===== config.mk =====
export PLATFORM = sky130hd
export DESIGN_NAME = asp_serial_port
export DESIGN_NICKNAME = d
export VERILOG_FILES = /design/src/asp_pkg.sv /design/src/asp_tx_if.sv /design/src/asp_lane_shifter.sv /design/src/asp_serial_port.sv
export SDC_FILE = /design/constraint.sdc
export NUM_CORES = 1
export LEC_CHECK = 0
export ABC_AREA = 1
export BUFFER_PORTS_ARGS = -buffer_cell sky130_fd_sc_hd__buf_2
export CORE_ASPECT_RATIO = 0.6
export CORE_MARGIN = 5
export CORE_UTILIZATION = 55
export DETAILED_ROUTE_END_ITERATION = 10
export GPL_ROUTABILITY_DRIVEN = 0
export GPL_TIMING_DRIVEN = 0
export PLACE_DENSITY_LB_ADDON = 0.05
export SYNTH_ARGS = -nofsm -noshare
export SYNTH_HDL_FRONTEND = slang
export SYNTH_SLANG_ARGS = --single-unit

===== constraint.sdc =====
create_clock -name REF_CLK -period 1.8 [get_ports REF_CLK]
set_input_delay 0.18 -clock REF_CLK [delete_from_list [all_inputs] [get_ports REF_CLK]]
set_output_delay 0.18 -clock REF_CLK [all_outputs]
set_load 0.005 [all_outputs]

===== src/asp_pkg.sv =====
// constants, field layout and types for the converter serial host port
package asp_pkg;

	// host frame layout: command, register offset, data byte
	localparam int WORD_W    = 22;
	localparam int CMD_MSB   = 21;
	localparam int CMD_LSB   = 18;
	localparam int ADDR_MSB  = 17;
	localparam int ADDR_LSB  = 8;
	localparam int DATA_MSB  = 7;
	localparam int DATA_LSB  = 0;
	localparam logic [3:0] CMD_WRITE = 4'h1;
	localparam logic [3:0] CMD_READ  = 4'h2;

	// register offsets
	localparam logic [9:0] OFS_INPUT_PROTOCOL  = 10'h008;
	localparam logic [9:0] OFS_OUTPUT_PROTOCOL = 10'h00c;
	localparam logic [9:0] OFS_OUTPUT_WORD     = 10'h010;
	localparam logic [9:0] OFS_PATTERN_LOW     = 10'h014;
	localparam logic [9:0] OFS_PATTERN_MID     = 10'h015;
	localparam logic [9:0] OFS_PATTERN_HIGH    = 10'h016;

	// reset values and writable-bit masks
	localparam logic [7:0] REG_RESET      = 8'h00;
	localparam logic [7:0] MASK_INPUT     = 8'h03;
	localparam logic [7:0] MASK_OUTPUT    = 8'hdf;
	localparam logic [7:0] MASK_WORD      = 8'h0f;
	localparam logic [7:0] MASK_PAT_HIGH  = 8'h0f;

	// field positions
	localparam int IN_MODE_LSB    = 0;
	localparam int OUT_MODE_LSB   = 0;
	localparam int OUT_LANES_LSB  = 2;
	localparam int OUT_RATE_BIT   = 4;
	localparam int OUT_CLKSEL_LSB = 6;
	localparam int WORD_SRC_BIT   = 0;
	localparam int PARITY_APPEND_ENABLE_BIT     = 1;
	localparam int PSPAN_LSB      = 2;

	// output word
	localparam int SRC_W = 18;

	// internal oscillator runs at half the reference clock
	localparam int CLK_PERIOD_NS = 5;
	localparam int OSC_PERIOD_NS = 10;
	localparam int OSC_HALF_CYC  = OSC_PERIOD_NS / (2 * CLK_PERIOD_NS);

	typedef enum logic [1:0] {
		OMODE_FOLLOW,
		OMODE_EARLY,
		OMODE_INVALID,
		OMODE_SYNC
	} asp_omode_t;

	typedef enum logic [1:0] {
		CSEL_ECHO,
		CSEL_OSC,
		CSEL_OSC_DIV2,
		CSEL_OSC_DIV4
	} asp_csel_t;

	typedef enum logic {
		ST_IDLE,
		ST_FRAME
	} asp_state_t;

endpackage


===== src/asp_tx_if.sv =====
// carrier between frame control and the output lane shifter
`timescale 1ns/1ps
`default_nettype none
interface asp_tx_if;
	logic        load;
	logic [21:0] word;
	logic        shift;
	logic [1:0]  lanes;
	logic [3:0]  sdo;
	modport ctl (output load, output word, output shift, output lanes, input sdo);
	modport shf (input load, input word, input shift, input lanes, output sdo);
endinterface
`default_nettype wire


===== src/asp_lane_shifter.sv =====
// output word shifter driving one, two or four serial lanes
`timescale 1ns/1ps
`default_nettype none
module asp_lane_shifter (
	input  wire logic clk,
	input  wire logic rst_n,
	asp_tx_if.shf     tx
);
	logic [23:0] word_q;
	logic [23:0] word_d;
	logic [3:0]  sdo_q;
	logic [2:0]  nlanes;

	// lane k carries word bits 21-k, 21-k-n, ... msb first
	always_comb begin
		case (tx.lanes)
			2'b10:   nlanes = 3'd2;
			2'b11:   nlanes = 3'd4;
			default: nlanes = 3'd1;
		endcase
		if (tx.load) begin
			word_d = {tx.word, 2'b00};
		end else if (tx.shift) begin
			word_d = word_q << nlanes;
		end else begin
			word_d = word_q;
		end
	end

	always_ff @(posedge clk) begin
		if (!rst_n) begin
			word_q <= 24'h00_0000;
		end else begin
			word_q <= word_d;
		end
	end

	genvar i;
	generate
		for (i = 0; i < 4; i++) begin : g_lane
			always_ff @(posedge clk) begin
				if (!rst_n) begin
					sdo_q[i] <= 1'b0;
				end else begin
					// unused lanes stay low
					sdo_q[i] <= (3'(i) < nlanes) ? word_d[23 - i] : 1'b0;
				end
			end
		end
	endgenerate

	assign tx.sdo = sdo_q;
endmodule
`default_nettype wire


===== src/asp_serial_port.sv =====
// serial host port of an 18-bit converter: configuration and output word
// Summary of operation
// - input protocol register keeps only bits 1:0; bits 7:2 read as zero.
// - input mode picks clock polarity and phase used to capture host data.
// - output mode 00 drives read data with the input polarity and phase.
// - output mode 01 uses the input protocol but launches each bit early.
// - output mode 11 sends data source-synchronously with its own clock.
// - clock select in mode 11: echo, oscillator, oscillator/2, oscillator/4.
// - data-rate bit ignored outside mode 11; there single or double rate.
// - width field sets lanes: 0x one lane, 10 two, 11 four.
// - output protocol bit 5 is reserved and reads as zero.
// - output frames carry a 22-bit word set by word control, except a frame after a read.
// - word source puts conversion result or fixed pattern in bits 21:4.
// - parity off drives word bits 3 and 2 as zero.
// - parity on drives bit 3 with even parity of bits 21:4.
// - parity on drives bit 2 with even parity of 4/8/12/16 top bits.
// - word control bits 7:4 are reserved and read as zero.
// - pattern low byte holds the eight low pattern bits.
// - all six registers reset to zero.
// - the frame word is decoded and acted on at chip-select rise.
// - pattern completed by a middle byte and a four-bit high register.
`timescale 1ns/1ps
`default_nettype none
module asp_serial_port (
	// clock and reset
	input  wire logic        REF_CLK,
	input  wire logic        NRST,
	// host serial port
	input  wire logic        CS_N,
	input  wire logic        SCLK,
	input  wire logic        SDI,
	// conversion result
	input  wire logic [17:0] ADC_DATA,
	// serial output lanes and source-synchronous clock
	output logic      [3:0]  SDO,
	output logic             SDO_OE_N,
	output logic             RCLK_OUT,
	output logic             RCLK_OE_N
);
	asp_tx_if tx ();

	// configuration registers
	logic [7:0] in_cfg_q;
	logic [7:0] out_cfg_q;
	logic [7:0] word_cfg_q;
	logic [7:0] pat_low_q;
	logic [7:0] pat_mid_q;
	logic [7:0] pat_high_q;

	// pin history and frame state
	logic               sclk_q;
	logic               cs_q;
	logic [21:0]        rx_q;
	logic               first_q;
	logic               rd_pend_q;
	logic [7:0]         rd_data_q;
	asp_pkg::asp_state_t state_q;

	// source-synchronous clock generation
	logic       burst_q;
	logic       rclk_q;
	logic [2:0] div_q;
	logic [5:0] edges_q;
	logic       sdo_oe_n_q;
	logic       rclk_oe_n_q;

	// decoded fields
	logic                 cpol;
	logic                 cpha;
	asp_pkg::asp_omode_t  omode;
	asp_pkg::asp_csel_t   csel;
	logic                 ddr;
	logic [1:0]           lanes;
	logic                 word_src;
	logic                 parity_append_enable;
	logic [1:0]           pspan;

	logic        cs_fall;
	logic        cs_rise;
	logic        sclk_rise;
	logic        sclk_fall;
	logic        cap_edge;
	logic        launch_edge;
	logic [3:0]  cmd;
	logic [9:0]  addr;
	logic [7:0]  wdata;
	logic [7:0]  rd_mux;
	logic [17:0] pattern;
	logic [17:0] src;
	logic        par_full;
	logic        par_part;
	logic [21:0] out_word;
	logic [2:0]  div_half;
	logic        osc_tick;
	logic        sync_edge;
	logic        sync_shift;
	logic        legacy_shift;
	logic [5:0]  beats;
	logic [5:0]  edges_init;

	assign cpol     = in_cfg_q[asp_pkg::IN_MODE_LSB + 1];
	assign cpha     = in_cfg_q[asp_pkg::IN_MODE_LSB];
	assign omode    = asp_pkg::asp_omode_t'(out_cfg_q[asp_pkg::OUT_MODE_LSB +: 2]);
	assign csel     = asp_pkg::asp_csel_t'(out_cfg_q[asp_pkg::OUT_CLKSEL_LSB +: 2]);
	assign ddr      = out_cfg_q[asp_pkg::OUT_RATE_BIT];
	assign lanes    = out_cfg_q[asp_pkg::OUT_LANES_LSB +: 2];
	assign word_src = word_cfg_q[asp_pkg::WORD_SRC_BIT];
	assign parity_append_enable   = word_cfg_q[asp_pkg::PARITY_APPEND_ENABLE_BIT];
	assign pspan    = word_cfg_q[asp_pkg::PSPAN_LSB +: 2];

	// pins are synchronous to REF_CLK, so one history flop finds the edges
	always_ff @(posedge REF_CLK) begin
		if (!NRST) begin
			sclk_q <= 1'b0;
			cs_q   <= 1'b1;
		end else begin
			sclk_q <= SCLK;
			cs_q   <= CS_N;
		end
	end

	assign cs_fall   = cs_q & ~CS_N;
	assign cs_rise   = ~cs_q & CS_N;
	assign sclk_rise = SCLK & ~sclk_q;
	assign sclk_fall = ~SCLK & sclk_q;
	// phase 0 captures on the first edge of the idle level, phase 1 on the second
	assign cap_edge    = (cpol == cpha) ? sclk_rise : sclk_fall;
	assign launch_edge = (cpol == cpha) ? sclk_fall : sclk_rise;

	always_ff @(posedge REF_CLK) begin
		if (!NRST) begin
			state_q <= asp_pkg::ST_IDLE;
		end else begin
			case (state_q)
				asp_pkg::ST_IDLE: begin
					if (cs_fall) begin
						state_q <= asp_pkg::ST_FRAME;
					end
				end
				asp_pkg::ST_FRAME: begin
					if (cs_rise) begin
						state_q <= asp_pkg::ST_IDLE;
					end
				end
				default: begin
					state_q <= asp_pkg::ST_IDLE;
				end
			endcase
		end
	end

	// host word shifts in msb first on each capture edge
	always_ff @(posedge REF_CLK) begin
		if (!NRST) begin
			rx_q <= 22'h00_0000;
		end else if (cs_fall) begin
			rx_q <= 22'h00_0000;
		end else if (state_q == asp_pkg::ST_FRAME && !CS_N && cap_edge) begin
			rx_q <= {rx_q[20:0], SDI};
		end
	end

	assign cmd   = rx_q[asp_pkg::CMD_MSB:asp_pkg::CMD_LSB];
	assign addr  = rx_q[asp_pkg::ADDR_MSB:asp_pkg::ADDR_LSB];
	assign wdata = rx_q[asp_pkg::DATA_MSB:asp_pkg::DATA_LSB];

	// writes land only at frame end so a mode change never hits a live frame
	always_ff @(posedge REF_CLK) begin
		if (!NRST) begin
			in_cfg_q   <= asp_pkg::REG_RESET;
			out_cfg_q  <= asp_pkg::REG_RESET;
			word_cfg_q <= asp_pkg::REG_RESET;
			pat_low_q  <= asp_pkg::REG_RESET;
			pat_mid_q  <= asp_pkg::REG_RESET;
			pat_high_q <= asp_pkg::REG_RESET;
		end else if (state_q == asp_pkg::ST_FRAME && cs_rise && cmd == asp_pkg::CMD_WRITE) begin
			case (addr)
				asp_pkg::OFS_INPUT_PROTOCOL: begin
					in_cfg_q <= wdata & asp_pkg::MASK_INPUT;
				end
				asp_pkg::OFS_OUTPUT_PROTOCOL: begin
					// the invalid mode is stored as written; the host avoids it
					out_cfg_q <= wdata & asp_pkg::MASK_OUTPUT;
				end
				asp_pkg::OFS_OUTPUT_WORD: begin
					word_cfg_q <= wdata & asp_pkg::MASK_WORD;
				end
				asp_pkg::OFS_PATTERN_LOW: begin
					pat_low_q <= wdata;
				end
				asp_pkg::OFS_PATTERN_MID: begin
					pat_mid_q <= wdata;
				end
				asp_pkg::OFS_PATTERN_HIGH: begin
					pat_high_q <= wdata & asp_pkg::MASK_PAT_HIGH;
				end
				default: begin
				end
			endcase
		end
	end

	// reserved bits are never stored, so readback shows them as zero
	always_comb begin
		case (addr)
			asp_pkg::OFS_INPUT_PROTOCOL:  rd_mux = in_cfg_q;
			asp_pkg::OFS_OUTPUT_PROTOCOL: rd_mux = out_cfg_q;
			asp_pkg::OFS_OUTPUT_WORD:     rd_mux = word_cfg_q;
			asp_pkg::OFS_PATTERN_LOW:     rd_mux = pat_low_q;
			asp_pkg::OFS_PATTERN_MID:     rd_mux = pat_mid_q;
			asp_pkg::OFS_PATTERN_HIGH:    rd_mux = pat_high_q;
			default:                      rd_mux = 8'h00;
		endcase
	end

	// a read command returns the register in the next frame's top byte
	always_ff @(posedge REF_CLK) begin
		if (!NRST) begin
			rd_pend_q <= 1'b0;
			rd_data_q <= 8'h00;
		end else if (state_q == asp_pkg::ST_FRAME && cs_rise) begin
			rd_pend_q <= (cmd == asp_pkg::CMD_READ);
			rd_data_q <= rd_mux;
		end
	end

	// an 18-bit word keeps only the low two bits of the high register
	assign pattern = {pat_high_q[1:0], pat_mid_q, pat_low_q};
	assign src     = word_src ? pattern : ADC_DATA;
	assign par_full = ^src;

	always_comb begin
		case (pspan)
			2'b00:   par_part = ^src[17:14];
			2'b01:   par_part = ^src[17:10];
			2'b10:   par_part = ^src[17:6];
			default: par_part = ^src[17:2];
		endcase
		if (rd_pend_q) begin
			out_word = {rd_data_q, 14'h0000};
		end else if (parity_append_enable) begin
			out_word = {src, par_full, par_part, 2'b00};
		end else begin
			out_word = {src, 4'h0};
		end
	end

	// cpha 1 presents the msb at load, so its first launch edge must not shift
	always_ff @(posedge REF_CLK) begin
		if (!NRST) begin
			first_q <= 1'b0;
		end else if (cs_fall) begin
			first_q <= cpha;
		end else if (!CS_N && launch_edge) begin
			first_q <= 1'b0;
		end
	end

	always_comb begin
		case (omode)
			asp_pkg::OMODE_FOLLOW: legacy_shift = launch_edge & ~first_q;
			asp_pkg::OMODE_EARLY:  legacy_shift = cap_edge;
			default:               legacy_shift = 1'b0;
		endcase
	end

	// source-synchronous clock: echo of SCLK or a divided oscillator
	always_comb begin
		case (csel)
			asp_pkg::CSEL_OSC_DIV2: div_half = 3'(2 * asp_pkg::OSC_HALF_CYC);
			asp_pkg::CSEL_OSC_DIV4: div_half = 3'(4 * asp_pkg::OSC_HALF_CYC);
			default:                div_half = 3'(asp_pkg::OSC_HALF_CYC);
		endcase
		case (lanes)
			2'b10:   beats = 6'd11;
			2'b11:   beats = 6'd6;
			default: beats = 6'd22;
		endcase
		// double rate moves data on every edge, single rate on each full period
		edges_init = ddr ? beats : 6'(2 * beats);
	end

	assign osc_tick  = burst_q && (div_q == div_half - 3'd1);
	assign sync_edge = burst_q && edges_q != 6'd0
		&& ((csel == asp_pkg::CSEL_ECHO) ? (sclk_rise | sclk_fall) : osc_tick);
	// data moves after the falling edge for single rate, after each edge for double
	assign sync_shift = sync_edge && (ddr || rclk_q);

	always_ff @(posedge REF_CLK) begin
		if (!NRST) begin
			div_q <= 3'd0;
		end else if (!burst_q || osc_tick) begin
			div_q <= 3'd0;
		end else begin
			div_q <= div_q + 3'd1;
		end
	end

	always_ff @(posedge REF_CLK) begin
		if (!NRST) begin
			burst_q <= 1'b0;
			edges_q <= 6'd0;
		end else if (cs_fall && omode == asp_pkg::OMODE_SYNC) begin
			burst_q <= 1'b1;
			edges_q <= edges_init;
		end else if (cs_rise || (sync_edge && edges_q == 6'd1)) begin
			// the clock stops once the word is out, or when the frame ends early
			burst_q <= 1'b0;
			edges_q <= 6'd0;
		end else if (sync_edge) begin
			edges_q <= edges_q - 6'd1;
		end
	end

	always_ff @(posedge REF_CLK) begin
		if (!NRST) begin
			rclk_q <= 1'b0;
		end else if (!burst_q || cs_rise) begin
			// a cut frame parks the clock low at once, never a last rise
			rclk_q <= 1'b0;
		end else if (sync_edge) begin
			rclk_q <= ~rclk_q;
		end
	end

	// lanes float while the host has this device deselected
	always_ff @(posedge REF_CLK) begin
		if (!NRST) begin
			sdo_oe_n_q  <= 1'b1;
			rclk_oe_n_q <= 1'b1;
		end else begin
			sdo_oe_n_q  <= CS_N;
			rclk_oe_n_q <= CS_N | (omode != asp_pkg::OMODE_SYNC);
		end
	end

	assign tx.load  = cs_fall;
	assign tx.word  = out_word;
	assign tx.lanes = lanes;
	assign tx.shift = !CS_N
		&& ((omode == asp_pkg::OMODE_SYNC) ? sync_shift : legacy_shift);

	asp_lane_shifter u_shifter (
		.clk   (REF_CLK),
		.rst_n (NRST),
		.tx    (tx)
	);

	assign SDO       = tx.sdo;
	assign SDO_OE_N  = sdo_oe_n_q;
	assign RCLK_OUT  = rclk_q;
	assign RCLK_OE_N = rclk_oe_n_q;
endmodule
`default_nettype wire


# --- Word-level counts from Yosys, hierarchy flattened ---
# Cells that the tools add are included.
op_classes:
  add_sub_neg: 3
  order_cmp: 4
  eq_ne: 20
  shifts: 1
  mux: 26
  bitwise: 15
  n_reduce_logical: 44
op_table:
  columns: ["cell", "count"]
  rows:
  - ["two-way mux 24 bit", 2]
  - ["case mux 8 bit (6 select lines)", 1]
  - ["equality test 10 x 5 -> 1 bit (second input constant)", 4]
  - ["two-way mux 6 bit", 4]
  - ["left shift 24 x 3 -> 24 bit", 1]
  - ["two-way mux 22 bit", 1]
  - ["equality test 10 x 4 -> 1 bit (second input constant)", 2]
  - ["AND reduction 2 bit", 10]
  - ["two-way mux 18 bit", 1]
  - ["parity 18 bit", 1]
  - ["parity 16 bit", 1]
  - ["equality test 2 bit (second input constant)", 6]
  - ["logical AND 1 bit", 12]
  - ["case mux 3 bit (2 select lines)", 2]
  - ["parity 12 bit", 1]
  - ["two-way mux 1 bit", 10]
  - ["case mux 5 bit (2 select lines)", 1]
  - ["inverter 1 bit", 8]
  - ["parity 8 bit", 1]
  - ["equality test 6 x 1 -> 1 bit (second input constant)", 1]
  - ["zero test 2 bit", 3]
  - ["less-than comparator 1 x 3 -> 1 bit (first input constant)", 2]
  - ["less-than comparator 2 x 3 -> 1 bit (first input constant)", 2]
  - ["nonzero test 2 bit", 3]
  - ["20 further kinds", 33]
word_totals:
  ff_bits: 108
  inputBits: 23
  elab_cells: 138

# --- Longest topological paths before layout ---
# Gate-level depths: netlist of the first run.
depth:
  word_depth: 12
  ltp_mapped: 17

# --- Hierarchy ---
# From an unflattened synthesis of the first run, not the netlist that was laid out.
unflattened:
  hier_cells: 994
  area_unflattened_um2: 6294.8
by_module_without_submodules:
  columns: ["mod", "instances", "cells_each", "area_each_um2", "seq_area_each_um2"]
  rows:
  - ["asp_serial_port", 1, 755, 4705.8, 1601.5]
  - ["asp_lane_shifter", 1, 239, 1589.0, 560.5]

# --- Worst setup path after synthesis of the first run ---
# No wires, ideal clock.
synth_timing:
  path_type: "reg2reg"
  start: "register edges_q[0]"
  end: "register u_shifter.word_q[4]"
  setup_time_ns: 0.117
  t_arrival_ns: 1.561
  required_ns: 1.683
  setup_slack_ns: 0.122
  path_stages_with_launch: 12
  n_path_buf: 1
  path_cell_list: "dfxtp_1 > inv_1 > ha_1 > nand2_1 > nor2_1 > nor2_1 > nand3_1 > nand2_2 > nand2_2 > buf_2 > o211ai_1 > nand2_1"
synth_via:
  elab_chain_len: 7
synth_lines:
  columns: ["item", "line_no", "source"]
  rows:
  - ["start, declared", "asp_serial_port.sv:63", "logic [5:0] edges_q;"]
  - ["start signal, assigned", "asp_serial_port.sv:305", "edges_q <= edges_init;"]
  - ["start signal, assigned", "asp_serial_port.sv:311", "edges_q <= edges_q - 6'd1;"]
  - ["nonzero test 6 bit", "asp_serial_port.sv:284", "assign sync_edge = burst_q && edges_q != 6'd0"]
  - ["logical AND 1 bit", "asp_serial_port.sv:284", null]
  - ["logical AND 1 bit", "asp_serial_port.sv:285", "&& ((csel == asp_pkg::CSEL_ECHO) ? (sclk_rise | sclk_fall) : osc_tick);"]
  - ["logical AND 1 bit", "asp_serial_port.sv:287", "assign sync_shift = sync_edge && (ddr || rclk_q);"]
  - ["two-way mux 1 bit", "asp_serial_port.sv:341", "&& ((omode == asp_pkg::OMODE_SYNC) ? sync_shift : legacy_shift);"]
  - ["logical AND 1 bit", "asp_serial_port.sv:341", null]
  - ["nonzero test 2 bit (no source line)", null, null]
  - ["end signal, assigned", "asp_lane_shifter.sv:34", "word_q <= word_d;"]
  - ["end, declared", "asp_lane_shifter.sv:9", "logic [23:0] word_q;"]
# No other way between the ends.
# A chain may end at the register's enable or synchronous reset.

# --- Worst setup path in the final report of the first run ---
layout_timing:
  start: "register out_cfg_q[3]"
  end: "register u_shifter.sdo_q[2] (netlist: u_shifter.tx.sdo[2])"
layout_via:
  elab_chain_len: 5
  word_cells_on_any_way: 8
  classes_between: "1 x order compare; 2 x eq/ne; 1 x shift; 3 x mux; 1 x reduce/logical"
layout_lines:
  columns: ["item", "line_no", "source"]
  rows:
  - ["start, declared", "asp_serial_port.sv:44", "logic [7:0] out_cfg_q;"]
  - ["start signal, assigned", "asp_serial_port.sv:171", "out_cfg_q <= asp_pkg::REG_RESET;"]
  - ["start signal, assigned", "asp_serial_port.sv:183", "out_cfg_q <= wdata & asp_pkg::MASK_OUTPUT;"]
  - ["equality test 2 bit", "asp_lane_shifter.sv:16", "case (tx.lanes)"]
  - ["case mux 3 bit (2 select lines) *", "asp_lane_shifter.sv:16", null]
  - ["left shift 24 x 3 -> 24 bit", "asp_lane_shifter.sv:24", "word_d = word_q << nlanes;"]
  - ["two-way mux 24 bit", "asp_lane_shifter.sv:23", "end else if (tx.shift) begin"]
  - ["two-way mux 24 bit", "asp_lane_shifter.sv:21", "if (tx.load) begin"]
  - ["end signal, assigned by index", "asp_lane_shifter.sv:46", "sdo_q[i] <= (3'(i) < nlanes) ? word_d[23 - i] : 1'b0;"]
  - ["end, declared", "asp_lane_shifter.sv:11", "logic [3:0] sdo_q;"]
# Every way passes the cells marked *; elsewhere a longest branch is shown, timed or not. The select of a mux whose other input is x is not followed.

==> results.py, run 1 <==
metrics = {
    "run_status": {
        "status": "finished, violations left",
        "violations": "negative setup slack",
    },
    "worst_setup_path": {
        "worstPathMaxFanout": 9,
        "crit_path_cell_trace": "inv_1 > nor2_4 > inv_2 > o211ai_1 > o21ai_0 > nand2_1 > o21ai_0 > nand3_1 > nand2_1 > mux2i_1 > nor2_1",
        "r2r_start": "out_cfg_q[3]$_SDFFE_PN0P_",
        "endpoint_kind": "flop",
        "critPathMaxStageDelay_ns": 0.39,
        "critical_path.top_delay_family": "simple AND/OR/NAND/NOR gates",
        "crit_slowest_cell": "dfxtp_2",
        "startpoint": "out_cfg_q[3]$_SDFFE_PN0P_",
        "cp.required_ns": 2.03,
        "start_kind": "flop",
        "crit_type": "flop to flop",
        "critPathArrivalTime_ns": 2.03,
        "cp_num_buf_inv": 2,
    },
    "cts": {
        "cts_sinks": 108,
        "clkTransAtPathRegs_ns": 0.07,
        "htreeDepth": 3,
        "clock_path_buffers": 2,
        "cts_buffers": 9,
        "clk_latency_ns": 0.35,
        "cts_tree": "yes",
        "cts_root_buffer": "clkbuf_16",
    },
    "final_layout": {
        "utilization_pct": 68.4,
        "drive_gt1_share_pct": 20.3,
        "fin_nets": 1029,
        "area_growth_pct": 20.9,
        "num_antenna_cells": 0,
    },
    "global_route": {
        "grt_antenna_before_repair": 0,
        "grt_max_degree": 17,
        "grt_overflow_total": 0,
        "grt_pass1_vias": 6041,
        "grt_pass1_wl_um": 31000,
        "grt_usage_pct": 29.7,
    },
    "pwr": {
        "vdd_drop_max_v": 0.000577,
        "leakage_nw": 3.09,
        "p_total_mw": 5.01,
        "powerDensity_nw_per_um2": 691,
    },
    "timing": {
        "timing.final.ws_setup_ns": -0.00118,
        "final.setup.tns_ns": -0.00118,
        "drv_slew": 0,
        "tightestPinTransition_ns": 0.662,
        "rsz0062_at_grt": "true",
        "fmax_mhz": 555,
        "hold_viol": 0,
        "setup_violations": 1,
        "skew_ns": 0.00541,
        "fin_crit_sh_pct": 100,
        "slew_headroom_pct": 55.9,
        "period_needed_ns": 1.80,
    },
    "synthesis": {
        "synth-seq-cells": 108,
        "synth-warning-count": 0,
        "syn_inst": 932,
        "synthDistinctLibCells": 44,
        "syn_nets": 960,
        "syn_avg_cell_area_um2": 6.44,
        "post_synth_instance_area_um2": 6000,
        "synth_seq_area_share_pct": 36.0,
    },
    "floorplan": {
        "start_util_pct": 56.6,
        "core_um2": 10600,
        "core.rowCount": 29,
        "die_y_um": 90.9,
        "ios": 30,
        "dieArea_um2": 13200,
        "die_w_um": 145,
    },
    "route": {
        "avgRoutedWirePerCell_um": 17.5,
        "drc": 0,
        "num_vias": 6820,
        "first_iter_violations": 1115,
        "dr.pass1.iters": 10,
        "postRouteAntennaNets": 0,
        "viasPerCell": 5.96,
        "drt-total-wl_um": 20100,
    },
    "placed_design": {
        "place_hpwl_um": 14300,
        "port_buffers": 29,
        "pre_cts_ws_ns": -0.226,
    },
    "hold_path": {
        "hold_path_class": "input port to flop",
        "worstHoldStart": "SCLK",
    },
    "job": {
        "max-cap-violations": 0,
    },
}
tightest hold or removal path, cell delays in order:
cell and delay [ns]:
buf_2 0.11, nand2_1 0.05, inv_1 0.04
metal layers:
| layer | track usage (%) | up-vias | wire, um |
|---|---|---|---|
| li1 | - | 3224 | - |
| met4 | 8.39 | 0 | 430 |
| met3 | 8.84 | 57 | 2570 |
| met2 | 41.3 | 418 | 8210 |
| met5 | 0 | - | 0 |
| met1 | 44.2 | 3121 | 8850 |
power by group:
group	switching (mW)	total (mW)	internal (mW)
Clock	0.886	1.85	0.968
Sequential	0.0510	2.49	2.44
Combinational	0.434	0.670	0.236
sequential cells by signal, indices dropped and copies added, names as in the netlist, 2 cells and up:
register / flops
edges_q: 6
word_cfg_q: 4
div_q: 3
pat_high_q: 4
u_shifter.word_q: 24
out_cfg_q: 7
rd_data_q: 8
rx_q: 22
in_cfg_q: 2
pat_mid_q: 8
u_shifter.tx.sdo: 4
pat_low_q: 8
cell usage after synthesis, drive strengths merged:
cell / instances / area [um^2]
mux2i: 2 / 20.0
nand4: 4 / 40.0
nand2: 290 / 1100
o211a: 1 / 10.0
ha: 5 / 62.6
a21boi: 1 / 7.51
a221oi: 5 / 43.8
o21a: 1 / 7.51
a22oi: 1 / 7.51
o311ai: 1 / 8.76
o31ai: 1 / 7.51
a211oi: 6 / 45.0
nor4: 2 / 18.8
nor2: 64 / 280
clkinv: 3 / 11.3
a31oi: 8 / 50.1
nand3b: 1 / 7.51
o21ai: 97 / 485
clkbuf: 18 / 67.6
inv: 107 / 402
buf: 15 / 77.6
o221ai: 2 / 17.5
nor3: 6 / 30.0
a21oi: 89 / 457
nand3: 48 / 250
o22ai: 26 / 163
or2: 4 / 25.0
xnor2: 5 / 43.8
dfxtp: 108 / 2160
o2111ai: 1 / 8.76
xor2: 3 / 26.3
o211ai: 7 / 52.6
stage by stage:
stage,hold slack (ns),area [um^2],std cells
2_1_floorplan,0.273,6000,932
3_5_place_dp,0.411,6320,1100
5_1_grt,0.0596,7250,1144
4_1_cts,0.0488,6830,1122
6_report,0.0565,7250,1144
3_3_place_gp,0.407,6320,1100
logic make-up (layout without fill, tap and decap cells):
family / count (synthesis) / count (layout) / synth area share [%]
and+or+nand+nor: 419 / 419 / 29.3
DFF: 108 / 108 / 36.0
buffers and inverters: 143 / 216 / 9.30
adders and majority gates: 5 / 5 / 1.04
muxes: 2 / 2 / 0.334
AOI/OAI and AO/OA: 247 / 247 / 22.9
xor gates and xnor gates: 8 / 8 / 1.17
repair_timing:
item	CTS	global route
pin swaps	7	18
gates cloned	2	1
hold buffers	0	0
buffers inserted	5	21
setup endpoints to repair	61	92
resized for setup	68	91
cell type report:
type / count / area (um^2)
Inverter: 110 / 428
Sequential cell: 108 / 2180
Tap cell: 139 / 174
Clock buffer: 11 / 243
Multi-Input combinational cell: 681 / 3590
Clock inverter: 4 / 26.3
Timing Repair Buffer: 58 / 388
Fill cell: 897 / 3340
Buffer: 33 / 225
layout by cell type, fill, tap and decap left out, types with 9 or more instances in the layout:
cell / n
buf_2: 30
clkbuf_1: 11
nor2_4: 15
nand2_1: 254
nand2_2: 31
dfxtp_1: 98
a21oi_1: 85
nand3_1: 39
nor2_2: 9
o21ai_1: 11
o22ai_1: 26
inv_1: 96
o21ai_0: 81
buf_4: 29
nor2_1: 40
clkbuf_16: 10
inv_2: 9
worst paths after layout:
| check | cells past startpoint | endpoint | slack [ns] |
|---|---|---|---|
| hold reg to reg | 1 | div_q[0]$_SDFF_PP0_ | 0.47 |
| setup reg to reg | 11 | u_shifter.tx.sdo[2]$_SDFF_PN0_ | -0.001 |
| hold / removal | 3 | sclk_q$_SDFF_PN0_ | 0.06 |
| setup / recovery | 11 | u_shifter.tx.sdo[2]$_SDFF_PN0_ | -0.001 |
Power figures use the tool's default switching activity.
==> run 2: changes to the inputs <==
- CORE_UTILIZATION: 55 -> 23
==> run 2 against run 1 <==
The flow now finishes without violations. Via count shrank 5.4%. Maximum frequency grew 1.2%. Combinational power grew 23%. Worst hold slack gained 0.083 ns. Critical endpoint is now u_shifter.word_q[5]$_SDFFE_PN0P_. Non-clock buffer count grew 10. Clock skew grew 0.010 ns. Clock power grew 18%. Power grew 9.6%. Utilization shrank 37 points. Final cell count grew 20%.
==> results.py, run 2 (synthesized netlist as in run 1, its figures left out) <==
metrics = {
    "timing": {
        "hold_viol": 0,
        "tightestPinTransition_ns": 0.833,
        "period_needed_ns": 1.78,
        "fin_crit_sh_pct": 98.9,
        "hold_ws_ns": 0.139,
        "slew_headroom_pct": 44.5,
        "fmax_mhz": 562,
        "rsz0062_at_grt": "true",
        "drv_slew": 0,
        "final.setup.tns_ns": 0,
        "skew_ns": 0.0155,
        "setup_violations": 0,
    },
    "floorplan": {
        "ios": 30,
        "die_y_um": 135,
        "start_util_pct": 23.5,
        "die_w_um": 219,
        "dieArea_um2": 29500,
        "core_um2": 25500,
        "core.rowCount": 45,
    },
    "worst_setup_path": {
        "worstPathMaxFanout": 10,
        "crit_type": "flop to flop",
        "cp.required_ns": 2.11,
        "critPathArrivalTime_ns": 2.09,
        "endpoint_kind": "flop",
        "start_kind": "flop",
        "critPathMaxStageDelay_ns": 0.32,
        "crit_path_cell_trace": "buf_8 > buf_4 > o21ai_0 > nand2_1 > nand2_1 > nand2_1 > nand2_1 > nand2_1 > nand2_1 > inv_1 > nand3_2 > nand3_2 > a21oi_2",
        "critical_path.top_delay_family": "simple AND/OR/NAND/NOR gates",
        "crit_slowest_cell": "dfxtp_2",
        "cp_num_buf_inv": 3,
        "path_common_cell": "nand2_1",
    },
    "run_status": {
        "status": "finished, final reports clean",
    },
    "cts": {
        "cts_sinks": 108,
        "clkTransAtPathRegs_ns": 0.08,
        "cts_root_buffer": "clkbuf_16",
        "clock_path_buffers": 2,
        "cts_tree": "yes",
        "htreeDepth": 3,
        "clk_latency_ns": 0.38,
        "cts_buffers": 9,
    },
    "pwr": {
        "powerDensity_nw_per_um2": 674,
        "leakage_nw": 3.29,
        "vdd_drop_max_v": 0.000358,
        "p_total_mw": 5.49,
    },
    "hold_path": {
        "hold_path_class": "input port to flop",
    },
    "final_layout": {
        "n_fill_cell": 2837,
        "final_cell_mix": "195 x nand2_1, 95 x dfxtp_1, 94 x inv_1, 86 x a21oi_1, 81 x o21ai_0",
        "largest_register_ffs": 24,
        "area_growth_pct": 35.7,
        "utilization_pct": 31.9,
        "fin_nets": 1040,
        "drive_gt1_share_pct": 28.9,
        "top_register": "u_shifter.word_q",
        "layout_commonest_cell": "nand2_1",
        "reg_top3": "u_shifter.word_q (24), rx_q (22)",
        "instances_no_fill": 1370,
    },
    "placed_design": {
        "place_hpwl_um": 19200,
        "port_buffers": 29,
        "dp.cells": 1313,
    },
    "global_route": {
        "grt_max_degree": 20,
        "grt_pass1_wl_um": 37600,
        "grt_pass1_vias": 5720,
        "grt_usage_pct": 17.1,
        "grt_overflow_total": 0,
        "grt_antenna_before_repair": 0,
    },
    "route": {
        "drc": 0,
        "num_vias": 6454,
        "viasPerCell": 4.71,
        "avgRoutedWirePerCell_um": 18.5,
        "drt-total-wl_um": 25400,
        "first_iter_violations": 469,
        "dr.pass1.iters": 5,
        "postRouteAntennaNets": 0,
    },
    "job": {
        "max-cap-violations": 0,
    },
}
## run 2: cell types whose count changed in the layout (fill, tap and decap cells not counted), sizes merged, moves of 2 or more
cell / change
bufinv: +2
inv: +2
clkbuf: -6
buf: +13
## run 2: final cells by class
cell class	count	area (um^2)	area share, %
sequential	108	2190	26.9
timing repair buffer	70	514	6.32
tap	352	440	5.41
antenna	1	2.50	0.0307
buffer	31	231	2.84
clock inverter	7	82.6	1.01
multi-input combinational	682	3990	49.0
inverter	110	459	5.64
clock buffer	9	225	2.77
## run 2: worst register-to-register path, cell delays in order (launching register included)
cell and delay (ns):
dfxtp_2 0.32, buf_8 0.13, buf_4 0.19, o21ai_0 0.27, nand2_1 0.09, nand2_1 0.10, nand2_1 0.07, nand2_1 0.07
nand2_1 0.04, nand2_1 0.09, inv_1 0.05, nand3_2 0.08, nand3_2 0.09, a21oi_2 0.13
## run 2: report_power, final
part	switching (mW)	internal (mW)	leakage, nW	total (mW)
Combinational	0.521	0.302	2.26	0.823
Sequential	0.0542	2.43	0.883	2.49
Clock	1.07	1.11	0.150	2.18
## run 2: repair_timing
| action | 4_1_cts | 5_1_grt |
|---|---|---|
| endpoints found under the setup margin | 95 | 96 |
| hold buffers | 1 | 0 |
| setup buffers | 20 | 19 |
| resized for setup | 119 | 170 |
| cloned | 2 | 1 |
| hold endpoints to repair | 1 | 0 |
| pin swaps | 29 | 66 |
## run 2: routing by layer
layer  up-vias  wire (um)  track usage, %
met5         -          0               0
met4         0        285            3.59
met3        19       1430            3.94
met2       154       9250            20.9
met1      3030      14400            28.8
li1       3251          -               -
## run 2: through the flow
step	cell area, um^2	setup slack [ns]
2_1_floorplan	6000	0.122
3_3_place_gp	6590	-0.618
3_5_place_dp	6590	-0.518
4_1_cts	7470	0.00155
5_1_grt	8140	-0.153
6_report	8140	0.0196
## run 2: final timing paths
path | start | endpoint | slack [ns] | depth (start not counted)
worst max-delay path | word_cfg_q[0]$_SDFFE_PN0P_ | u_shifter.word_q[5]$_SDFFE_PN0P_ | 0.02 | 13
worst min-delay path | SDI | rx_q[0]$_SDFFE_PP0P_ | 0.14 | 3
worst max register to register | word_cfg_q[0]$_SDFFE_PN0P_ | u_shifter.word_q[5]$_SDFFE_PN0P_ | 0.02 | 13
worst min register to register | rd_data_q[3]$_SDFFE_PN0P_ | rd_data_q[3]$_SDFFE_PN0P_ | 0.47 | 2
